[config.mk]
export PLATFORM = sky130hd
export DESIGN_NAME = scc_regs
export DESIGN_NICKNAME = d
export VERILOG_FILES = /design/src/hdl/scc_pkg.sv /design/src/hdl/scc_regs.sv
export VERILOG_INCLUDE_DIRS = /design/src /design/src/hdl
export SDC_FILE = /design/constraint.sdc
export NUM_CORES = 1
export LEC_CHECK = 0
export BUFFER_PORTS_ARGS = -buffer_cell sky130_fd_sc_hd__buf_4
export CAP_MARGIN = 30
export CORE_MARGIN = 5
export CORE_UTILIZATION = 48
export CTS_BUF_LIST = sky130_fd_sc_hd__clkbuf_16
export DETAILED_ROUTE_END_ITERATION = 6
export PLACE_DENSITY = 0.78
export SYNTH_ARGS = -nofsm -noshare
export SYNTH_HDL_FRONTEND = slang
export SYNTH_SLANG_ARGS = --single-unit
export TNS_END_PERCENT = 20
[constraint.sdc]
create_clock -name clk_i -period 1.26 [get_ports clk_i]
set_input_delay 0.252 -clock clk_i [delete_from_list [all_inputs] [get_ports clk_i]]
set_output_delay 0.252 -clock clk_i [all_outputs]
set_load 0.02 [all_outputs]
[src/hdl/scc_cfg.svh]
// Constants for the system control register bank
`ifndef SCC_CFG_SVH
`define SCC_CFG_SVH
`define SCC_CRN_CTRL 4'h1
`define SCC_CRN_TABLE 4'h2
`define SCC_CRN_DAC 4'h3
`define SCC_CRN_STATUS 4'h5
`define SCC_CRN_FAR 4'h6
`define SCC_OP2_DATA 3'h0
`define SCC_OP2_PREF 3'h1
`define SCC_CR_ASYNC 31
`define SCC_CR_NOT_FAST 30
`define SCC_CR_ROUND_ROBIN 14
`define SCC_CR_V 13
`define SCC_CR_I 12
`define SCC_CR_R 9
`define SCC_CR_S 8
`define SCC_CR_B 7
`define SCC_CR_C 2
`define SCC_CR_A 1
`define SCC_CR_M 0
`define SCC_CR_RSV_HI 2'h0
`define SCC_CR_RSV_LO 4'hf
`define SCC_CTRL_RST 1'h0
`define SCC_TABLE_LSB 14
`define SCC_VEC_LOW 16'h0000
`define SCC_VEC_HIGH 16'hffff
`define SCC_WORD_RST 32'h0000_0000
`define SCC_STATUS_RST 8'h00
`endif

[src/hdl/scc_pkg.sv]
// Types for the system control register bank
package scc_pkg;
  typedef enum logic [2:0] {
    SCC_SEL_NONE = 3'h0,
    SCC_SEL_CTRL = 3'h1,
    SCC_SEL_TABLE = 3'h3,
    SCC_SEL_DAC = 3'h2,
    SCC_SEL_DFSR = 3'h6,
    SCC_SEL_PFSR = 3'h7,
    SCC_SEL_FAR = 3'h5
  } scc_sel_type;

  typedef struct packed {
    logic init_done;
    logic async_clk;
    logic not_fast;
    logic round_robin;
    logic v;
    logic ic;
    logic rp;
    logic sp;
    logic be;
    logic dc;
    logic al;
    logic mm;
    logic [15:0] vec_hi;
    logic [17:0] table_base;
    logic [31:0] dac;
    logic [7:0] dfsr;
    logic [7:0] pfsr;
    logic [31:0] fault_address;
    logic [31:0] rdata;
    logic rvalid;
    logic undef;
  } scc_state_type;
endpackage

[src/hdl/scc_regs.sv]
// System control register bank for coprocessor transfers
`timescale 1ns/1ps
`include "scc_cfg.svh"
module scc_regs (
  input wire logic clk_i,
  input wire logic arst_n_i,
  input wire logic ce_i,
  input wire logic vector_init_pin_i,
  input wire logic xfer_valid_i,
  input wire logic xfer_write_i,
  input wire logic xfer_priv_i,
  input wire logic xfer_other_i,
  input wire logic [3:0] xfer_crn_i,
  input wire logic [2:0] xfer_op2_i,
  input wire logic [31:0] xfer_wdata_i,
  input wire logic data_abort_i,
  input wire logic [3:0] abort_domain_i,
  input wire logic [3:0] abort_type_i,
  input wire logic [31:0] modified_virtual_address_i,
  input wire logic prefetch_abort_i,
  input wire logic [3:0] pf_domain_i,
  input wire logic [3:0] pf_type_i,
  output logic [31:0] xfer_rdata_o,
  output logic xfer_rvalid_o,
  output logic undef_trap_o,
  output logic async_clock_select_o,
  output logic not_fast_bus_select_o,
  output logic round_robin_replace_o,
  output logic high_vectors_o,
  output logic [31:0] vector_base_o,
  output logic icache_enable_o,
  output logic rom_protect_o,
  output logic system_protect_o,
  output logic big_endian_o,
  output logic dcache_enable_o,
  output logic align_check_o,
  output logic mmu_enable_o,
  output logic [17:0] table_base_pointer_o,
  output logic [31:0] domain_access_o
);

  // ********************************
  // Register select decode
  // ********************************
  function automatic scc_pkg::scc_sel_type sel_of(input logic [3:0] crn, input logic [2:0] op2);
    scc_pkg::scc_sel_type s;
    s = scc_pkg::SCC_SEL_NONE;
    case (crn)
      `SCC_CRN_CTRL: begin
        if (op2 == `SCC_OP2_DATA) s = scc_pkg::SCC_SEL_CTRL;
      end
      `SCC_CRN_TABLE: begin
        if (op2 == `SCC_OP2_DATA) s = scc_pkg::SCC_SEL_TABLE;
      end
      `SCC_CRN_DAC: begin
        if (op2 == `SCC_OP2_DATA) s = scc_pkg::SCC_SEL_DAC;
      end
      `SCC_CRN_STATUS: begin
        if (op2 == `SCC_OP2_DATA) s = scc_pkg::SCC_SEL_DFSR;
        else if (op2 == `SCC_OP2_PREF) s = scc_pkg::SCC_SEL_PFSR;
      end
      `SCC_CRN_FAR: begin
        if (op2 == `SCC_OP2_DATA) s = scc_pkg::SCC_SEL_FAR;
      end
      default: begin
        s = scc_pkg::SCC_SEL_NONE;
      end
    endcase
    return s;
  endfunction

  // ********************************
  // State
  // ********************************
  scc_pkg::scc_state_type st_r;
  scc_pkg::scc_state_type st_nxt;
  scc_pkg::scc_sel_type sel;
  logic acc_ok;
  logic wr;

  always_comb begin
    sel = sel_of(xfer_crn_i, xfer_op2_i);
    acc_ok = xfer_valid_i && xfer_priv_i && !xfer_other_i;
    wr = acc_ok && xfer_write_i;
  end

  // ********************************
  // Next state
  // ********************************
  always_comb begin
    st_nxt = st_r;
    st_nxt.rvalid = 1'b0;
    st_nxt.undef = xfer_valid_i && !(xfer_priv_i && !xfer_other_i);
    if (!st_r.init_done) begin
      st_nxt.init_done = 1'b1;
      st_nxt.v = vector_init_pin_i;
    end
    if (acc_ok && !xfer_write_i) begin
      st_nxt.rvalid = 1'b1;
      st_nxt.rdata = `SCC_WORD_RST;
      case (sel)
        scc_pkg::SCC_SEL_CTRL: begin
          st_nxt.rdata[`SCC_CR_ASYNC] = st_r.async_clk;
          st_nxt.rdata[`SCC_CR_NOT_FAST] = st_r.not_fast;
          st_nxt.rdata[`SCC_CR_ROUND_ROBIN] = st_r.round_robin;
          st_nxt.rdata[`SCC_CR_V] = st_r.v;
          st_nxt.rdata[`SCC_CR_I] = st_r.ic;
          st_nxt.rdata[11:10] = `SCC_CR_RSV_HI;
          st_nxt.rdata[`SCC_CR_R] = st_r.rp;
          st_nxt.rdata[`SCC_CR_S] = st_r.sp;
          st_nxt.rdata[`SCC_CR_B] = st_r.be;
          st_nxt.rdata[6:3] = `SCC_CR_RSV_LO;
          st_nxt.rdata[`SCC_CR_C] = st_r.dc;
          st_nxt.rdata[`SCC_CR_A] = st_r.al;
          st_nxt.rdata[`SCC_CR_M] = st_r.mm;
        end
        scc_pkg::SCC_SEL_TABLE: begin
          st_nxt.rdata[31:`SCC_TABLE_LSB] = st_r.table_base;
        end
        scc_pkg::SCC_SEL_DAC: begin
          st_nxt.rdata = st_r.dac;
        end
        scc_pkg::SCC_SEL_DFSR: begin
          st_nxt.rdata[7:0] = st_r.dfsr;
        end
        scc_pkg::SCC_SEL_PFSR: begin
          st_nxt.rdata[7:0] = st_r.pfsr;
        end
        scc_pkg::SCC_SEL_FAR: begin
          st_nxt.rdata = st_r.fault_address;
        end
        default: begin
          st_nxt.rdata = `SCC_WORD_RST;
        end
      endcase
    end
    if (wr) begin
      case (sel)
        scc_pkg::SCC_SEL_CTRL: begin
          st_nxt.async_clk = xfer_wdata_i[`SCC_CR_ASYNC];
          st_nxt.not_fast = xfer_wdata_i[`SCC_CR_NOT_FAST];
          st_nxt.round_robin = xfer_wdata_i[`SCC_CR_ROUND_ROBIN];
          st_nxt.v = xfer_wdata_i[`SCC_CR_V];
          st_nxt.ic = xfer_wdata_i[`SCC_CR_I];
          st_nxt.rp = xfer_wdata_i[`SCC_CR_R];
          st_nxt.sp = xfer_wdata_i[`SCC_CR_S];
          st_nxt.be = xfer_wdata_i[`SCC_CR_B];
          st_nxt.dc = xfer_wdata_i[`SCC_CR_C];
          st_nxt.al = xfer_wdata_i[`SCC_CR_A];
          st_nxt.mm = xfer_wdata_i[`SCC_CR_M];
          st_nxt.init_done = 1'b1;
        end
        scc_pkg::SCC_SEL_TABLE: begin
          st_nxt.table_base = xfer_wdata_i[31:`SCC_TABLE_LSB];
        end
        scc_pkg::SCC_SEL_DAC: begin
          st_nxt.dac = xfer_wdata_i;
        end
        scc_pkg::SCC_SEL_DFSR: begin
          st_nxt.dfsr = xfer_wdata_i[7:0];
        end
        scc_pkg::SCC_SEL_PFSR: begin
          st_nxt.pfsr = xfer_wdata_i[7:0];
        end
        scc_pkg::SCC_SEL_FAR: begin
          st_nxt.fault_address = xfer_wdata_i;
        end
        default: begin
          st_nxt.fault_address = st_nxt.fault_address;
        end
      endcase
    end
    // Hardware fault capture wins over a same-cycle write
    if (data_abort_i) begin
      st_nxt.dfsr = {abort_domain_i, abort_type_i};
      st_nxt.fault_address = modified_virtual_address_i;
    end
    if (prefetch_abort_i) begin
      st_nxt.pfsr = {pf_domain_i, pf_type_i};
    end
    st_nxt.vec_hi = st_nxt.v ? `SCC_VEC_HIGH : `SCC_VEC_LOW;
  end

  // ********************************
  // Registers
  // ********************************
  always_ff @(posedge clk_i or negedge arst_n_i) begin
    if (!arst_n_i) begin
      st_r <= '0;
    end else if (ce_i) begin
      st_r <= st_nxt;
    end
  end

  // ********************************
  // Outputs
  // ********************************
  assign xfer_rdata_o = st_r.rdata;
  assign xfer_rvalid_o = st_r.rvalid;
  assign undef_trap_o = st_r.undef;
  assign async_clock_select_o = st_r.async_clk;
  assign not_fast_bus_select_o = st_r.not_fast;
  assign round_robin_replace_o = st_r.round_robin;
  assign high_vectors_o = st_r.v;
  assign vector_base_o = {st_r.vec_hi, `SCC_VEC_LOW};
  assign icache_enable_o = st_r.ic;
  assign rom_protect_o = st_r.rp;
  assign system_protect_o = st_r.sp;
  assign big_endian_o = st_r.be;
  assign dcache_enable_o = st_r.dc;
  assign align_check_o = st_r.al;
  assign mmu_enable_o = st_r.mm;
  assign table_base_pointer_o = st_r.table_base;
  assign domain_access_o = st_r.dac;
endmodule
==> results of run 1 <==
[worst paths after layout]
check,start,end,depth (start not counted)
min reg2reg,st_r[159],st_r[159],1
min,xfer_wdata_i[11],domain_access_o[11],2
min in group asynchronous,arst_n_i,table_base_pointer_o[7],2
max,xfer_op2_i[2],table_base_pointer_o[5],7
max reg2reg,st_r[67],xfer_rdata_o[1],4
max in group asynchronous,arst_n_i,st_r[70],3
[cell type report]
class,count,area [um^2]
clock inverters,15,194
repair buffers,317,2840
well taps,216,270
multi-input cells,387,3450
clock buffers,17,425
inverters,7,26.3
flip-flops and latches,144,3600
fillers,1151,5080
[power by group]
| group | internal [W] | leakage [nW] | switching, W |
|---|---|---|---|
| Sequential | 0.00485 | 1.86 | 0.000163 |
| Clock | 0.00330 | 0.294 | 0.00200 |
| Combinational | 0.000993 | 2.97 | 0.000910 |
| Total | 0.00914 | 5.12 | 0.00307 |
[stage by stage]
step                      instance area (um^2)  total power [W]  TNS (ns)
after CTS                                10400           0.0121    -26.88
after detailed placement                  9390          0.00676    -97.33
final                                    10800           0.0122    -31.27
after global routing                     10800           0.0126    -37.22
after global placement                    9390          0.00672    -94.13
after floorplan                           7830          0.00600    -94.45
[state kept, by name (all words and copies together) (netlist names)]
register and count:
st_r 49, domain_access_o 32, xfer_rdata_o 32, table_base_pointer_o 18, align_check_o 1, async_clock_select_o 1
big_endian_o 1, dcache_enable_o 1, icache_enable_o 1, mmu_enable_o 1, not_fast_bus_select_o 1, rom_protect_o 1
round_robin_replace_o 1, system_protect_o 1, undef_trap_o 1, vector_base_o 1, xfer_rvalid_o 1
[synth_stat cells, types with 7 or more instances]
library cell	instances
mux2i_1	21
mux2_4	10
o221a_2	7
nand3_1	8
o21ai_0	8
a22oi_1	14
o2bb2ai_1	20
clkbuf_1	37
a2bb2oi_1	41
mux2_2	54
buf_4	114
o22ai_1	40
nand2_1	16
dfrtp_1	144
a22o_1	33
or2_2	39
[logic make-up after synthesis]
kind of cell / share of synthesized area, %
compound gates: 18.7
buf+inv: 14.2
flops: 46.4
mux: 12.5
other cells: 0.0483
simple gates: 8.17
[per-layer routing]
metal  GRT usage [%]  up-vias
li1                -     2792
met5               0        -
met1            33.4     3217
met4            11.4        0
met2            41.0      291
met3            4.93       69
[what timing repair did]
action	in CTS	in global routing
hold buffers	1	0
cloned	3	4
setup buffers	8	10
endpoints found under the hold margin	44	0
pin swaps	7	10
setup endpoints to repair	180	219
resized for setup	44	55
==> results.cfg, run 1 <==
[global_route]
grt_use_total_pct = 25.4
antenna_found_initial = 0
grt_pass1_vias = 6354
grt-ovfl-total = 0
grt_pass1_wl_mm = 36.2
grt_start_max_net_pins = 44

[outcome]
violations = negative setup slack
status = finished with violations

[logic_synthesis]
synth_largest_area_cell = dfrtp_1
yosys.area.top_type_share_pct = 46.4
ys_seq_area_share_pct = 46.4
synth_seq_cells = 144
yosysWarnings = 0
synthFlopType = dfrtp_1
synth.avg_cell_area_um2 = 11.3
syn_inst = 685
synth.distinct_cells = 49
postSynth.asyncResetShare_pct = 100
yosys-top-cells-area = dfrtp_1 (46%), buf_4 (11%), mux2_2 (7.8%)
synth_area_um2 = 7770
synth_edf_count = 0

[finish]
n_antenna_cell = 0
layout_commonest_cell = buf_4
nets = 971
syn2layout_area_growth_pct = 39.2
final_cell_mix = buf_4 (263), dfrtp_1 (144), mux2_2 (46), or2_2 (39)
layout.cells.non_filler = 1103
drive_above_1_share_pct = 56.9
post-route-util_pct = 68.0

[critical_path]
worst-path-max-fanout = 5
cp.arrival_ns = 2.04
path_cells = buf_6 > or4_4 > or3_4 > nor3_4 > buf_12 > clkbuf_16 > mux2_4
cpPeakStageDelay_ns = 0.56
crit_path_end_kind = flip-flop
cp-start-kind = primary input
cpMaxStageDelayCell = or4_4
crit_buf_inv = 3
crit_type = in -> reg
rrSetupSlack_ns = -0.13
critical_path.top_delay_family = simple AND/OR/NAND/NOR gates
worstPathRequired_ns = 1.56

[place]
post-place-ws_ns = -0.907
dpl.hpwl_mm = 17.0
portBuffers = 207
place.gp.congestion = 0.837
placed_cells = 1045

[floorplan]
die_h_um = 137
start_util_pct = 48.9
ios = 224
die_w_um = 137
dieArea_um2 = 18800
core_area_um2 = 15900
rows = 46

[drt]
wirelength_mm = 25.2
drcViolationCount = 0
dr.pass1.iters = 5
highest_layer = met4
via_count = 6369
wl_met2_mm = 12.3
wl_met3_mm = 1.47
drt_iter0_markers = 356
routed_via_density = 5.77
drtAntennaViolNets = 0
wl_per_cell_um = 22.9
m1WireLength_mm = 10.5

[power_and_ir_drop]
leakage_nw = 5.12
p_per_area_nw_per_um2 = 1130
ir_worst_vdd_mv = 0.980

[sta]
whs_ns = 0.0718
hold_violations = 0
timing.final.ws_setup_ns = -0.475
period_share_pct = 138
rsz0062_at_grt = true
finalSetupViolCount = 159
final.setup_skew_ns = 0.00576
min_period_ns = 1.73
drv_slew = 0
clock.fmax_mhz = 576

[clock_tree]
cts_buffers = 17
clk_latency_ns = 0.42
cts_max_level = 4
clk_pin_slew_ns = 0.06
cts.sinks = 144
clockBufferDepth = 2
root_buffer = clkbuf_16
tritoncts = yes

[job]
maxCapViolations = 0

[hold_path]
hp-class = in -> reg
(Power assumes the default switching activity.)
==> run 2, diff against run 1 <==
- CORE_UTILIZATION: 48 -> 53
- PLACE_DENSITY: 0.78 -> 0.87
- SKIP_CTS_REPAIR_TIMING: default -> 1
- clock period: 1.26 -> 1.7 ns (I/O delays scaled with it)
==> results.cfg, run 2 (same netlist as run 1, synthesis figures left out) <==
[finish]
seqCellArea_um2 = 3600
stdcell_area_um2 = 9970
n_antenna_cell = 0
post-route-util_pct = 68.9
final_cell_mix = buf_4 (258), dfrtp_1 (143), mux2_2 (46), a2bb2oi_1 (41), o22ai_1 (40)
syn2layout_area_growth_pct = 28.4
drive_above_1_share_pct = 50.3
nets = 931
largest_register_ffs = 49
top_register = st_r
fillers = 1050
layout.cells.non_filler = 1031
layout_commonest_cell = buf_4
multi_input_area_um2 = 3180

[hold_path]
hp-start = xfer_wdata_i[11]
hp-class = in -> reg
min_to = domain_access_o[11]
holdPathStages = 2

[sta]
clock.fmax_mhz = 546
finalSetupViolCount = 18
drv_slew = 0
final.setup_skew_ns = 0.00711
min_period_ns = 1.83
rsz0062_at_grt = true
hold_violations = 0
tns_ns = -1.82
period_share_pct = 108
timing.final.ws_setup_ns = -0.130

[drt]
routed_via_density = 5.94
wl_per_cell_um = 22.2
drcViolationCount = 0
drtAntennaViolNets = 0
drt_iter0_markers = 365
dr.pass1.iters = 5
via_count = 6119
wirelength_mm = 22.8

[global_route]
busiest_layer = met2
grt_util_met3_pct = 5.51
grt_use_total_pct = 26.5
grt_use_met1_pct = 35.0
antenna_found_initial = 0
use_met2_pct = 42.6
grt_pass1_vias = 6241
grt_pass1_wl_mm = 34.8
grt-ovfl-total = 0
grt_start_max_net_pins = 58

[clock_tree]
clk_pin_slew_ns = 0.06
tritoncts = yes
clockBufferDepth = 2
cts_buffers = 17
clk_latency_ns = 0.42
cts_max_level = 4
cts.sinks = 144
root_buffer = clkbuf_16

[power_and_ir_drop]
p_comb_share_pct = 13.3
clockPowerShare_pct = 45.1
power.share.sequential_pct = 41.5
leakage_nw = 4.81
netSwitchingFraction_pct = 24.2
p_per_area_nw_per_um2 = 899
intPower_w = 0.00679
ir_worst_vdd_mv = 0.625
power_w = 0.00897
p_sw_w = 0.00217

[critical_path]
cp.arrival_ns = 2.13
crit_path_end_kind = flip-flop
worst-path-max-fanout = 9
rrSetupSlack_ns = 0.29
worstReg2RegStart = st_r[67]
r2r_end = xfer_rdata_o[1]
cp-start-kind = primary input
worstPathRequired_ns = 2.00
reg2reg_depth = 4
crit_type = in -> reg

[place]
portBuffers = 207
dpl-instance-area_um2 = 9190
dpl.hpwl_mm = 16.1
placed_cells = 994
place.gp.congestion = 0.901

[floorplan]
rows = 44
ios = 224
die_w_um = 131
dieArea_um2 = 17200
die_h_um = 131
start_util_pct = 53.6
core_area_um2 = 14500

[job]
maxCapViolations = 0

[outcome]
status = finished with violations
violations = negative setup slack
run 2: cell types whose count changed in the layout (fill, tap and decap cells not counted), moves of 5 or more:
cell | before | now
buf_4 | 263 | 258
a2bb2oi_2 | 19 | 0
buf_6 | 26 | 3
o22ai_2 | 6 | 0
o22ai_1 | 33 | 40
a2bb2oi_1 | 22 | 41
run 2: how the worst max path moves through the flow:
stage,from,endpoint,slack [ns]
after global placement,xfer_op2_i[2],table_base_pointer_o[5],-0.53
after CTS,xfer_op2_i[2],table_base_pointer_o[1],-0.12
after floorplan,xfer_op2_i[0],table_base_pointer_o[10],-0.69
after global routing,xfer_op2_i[2],table_base_pointer_o[10],-0.15
final,xfer_op2_i[2],table_base_pointer_o[10],-0.13
after detailed placement,xfer_op2_i[2],table_base_pointer_o[1],-0.56
run 2: power groups by stage:
stage / Combinational, W / Clock [W] / Sequential (W)
final: 0.00119 / 0.00405 / 0.00372
after detailed placement: 0.00118 / 0 / 0.00377
after global routing: 0.00128 / 0.00423 / 0.00374
after CTS: 0.00119 / 0.00408 / 0.00372
after floorplan: 0.000700 / 0 / 0.00375
after global placement: 0.00115 / 0 / 0.00376
run 2: critical path, cell delays in order:
cell	delay (ns)
buf_6	0.09
or4_4	0.55
or3_4	0.36
nor3_4	0.16
buf_12	0.14
clkbuf_16	0.17
mux2_4	0.30
run 2: cell type report:
| class | instances | area share (%) |
|---|---|---|
| Clock buffer | 17 | 4.27 |
| Sequential cell | 144 | 36.1 |
| Clock inverter | 15 | 2.18 |
| Tap cell | 184 | 2.31 |
| Inverter | 7 | 0.263 |
| Multi-Input combinational cell | 387 | 31.9 |
| Timing Repair Buffer | 277 | 23.0 |
run 2: through the flow:
stage,worst slack [ns],hold WS (ns)
floorplan,-0.691,0.0444
global placement,-0.534,0.167
detailed placement,-0.557,0.168
CTS,-0.115,-0.276
global route,-0.153,0.156
finish,-0.130,0.162
run 2: per-layer routing:
layer  wire [um]  up-vias
li1            -     2715
met1        9230     3019
met2       11200      332
met3        1730       53
met4         700        0
met5           0        -
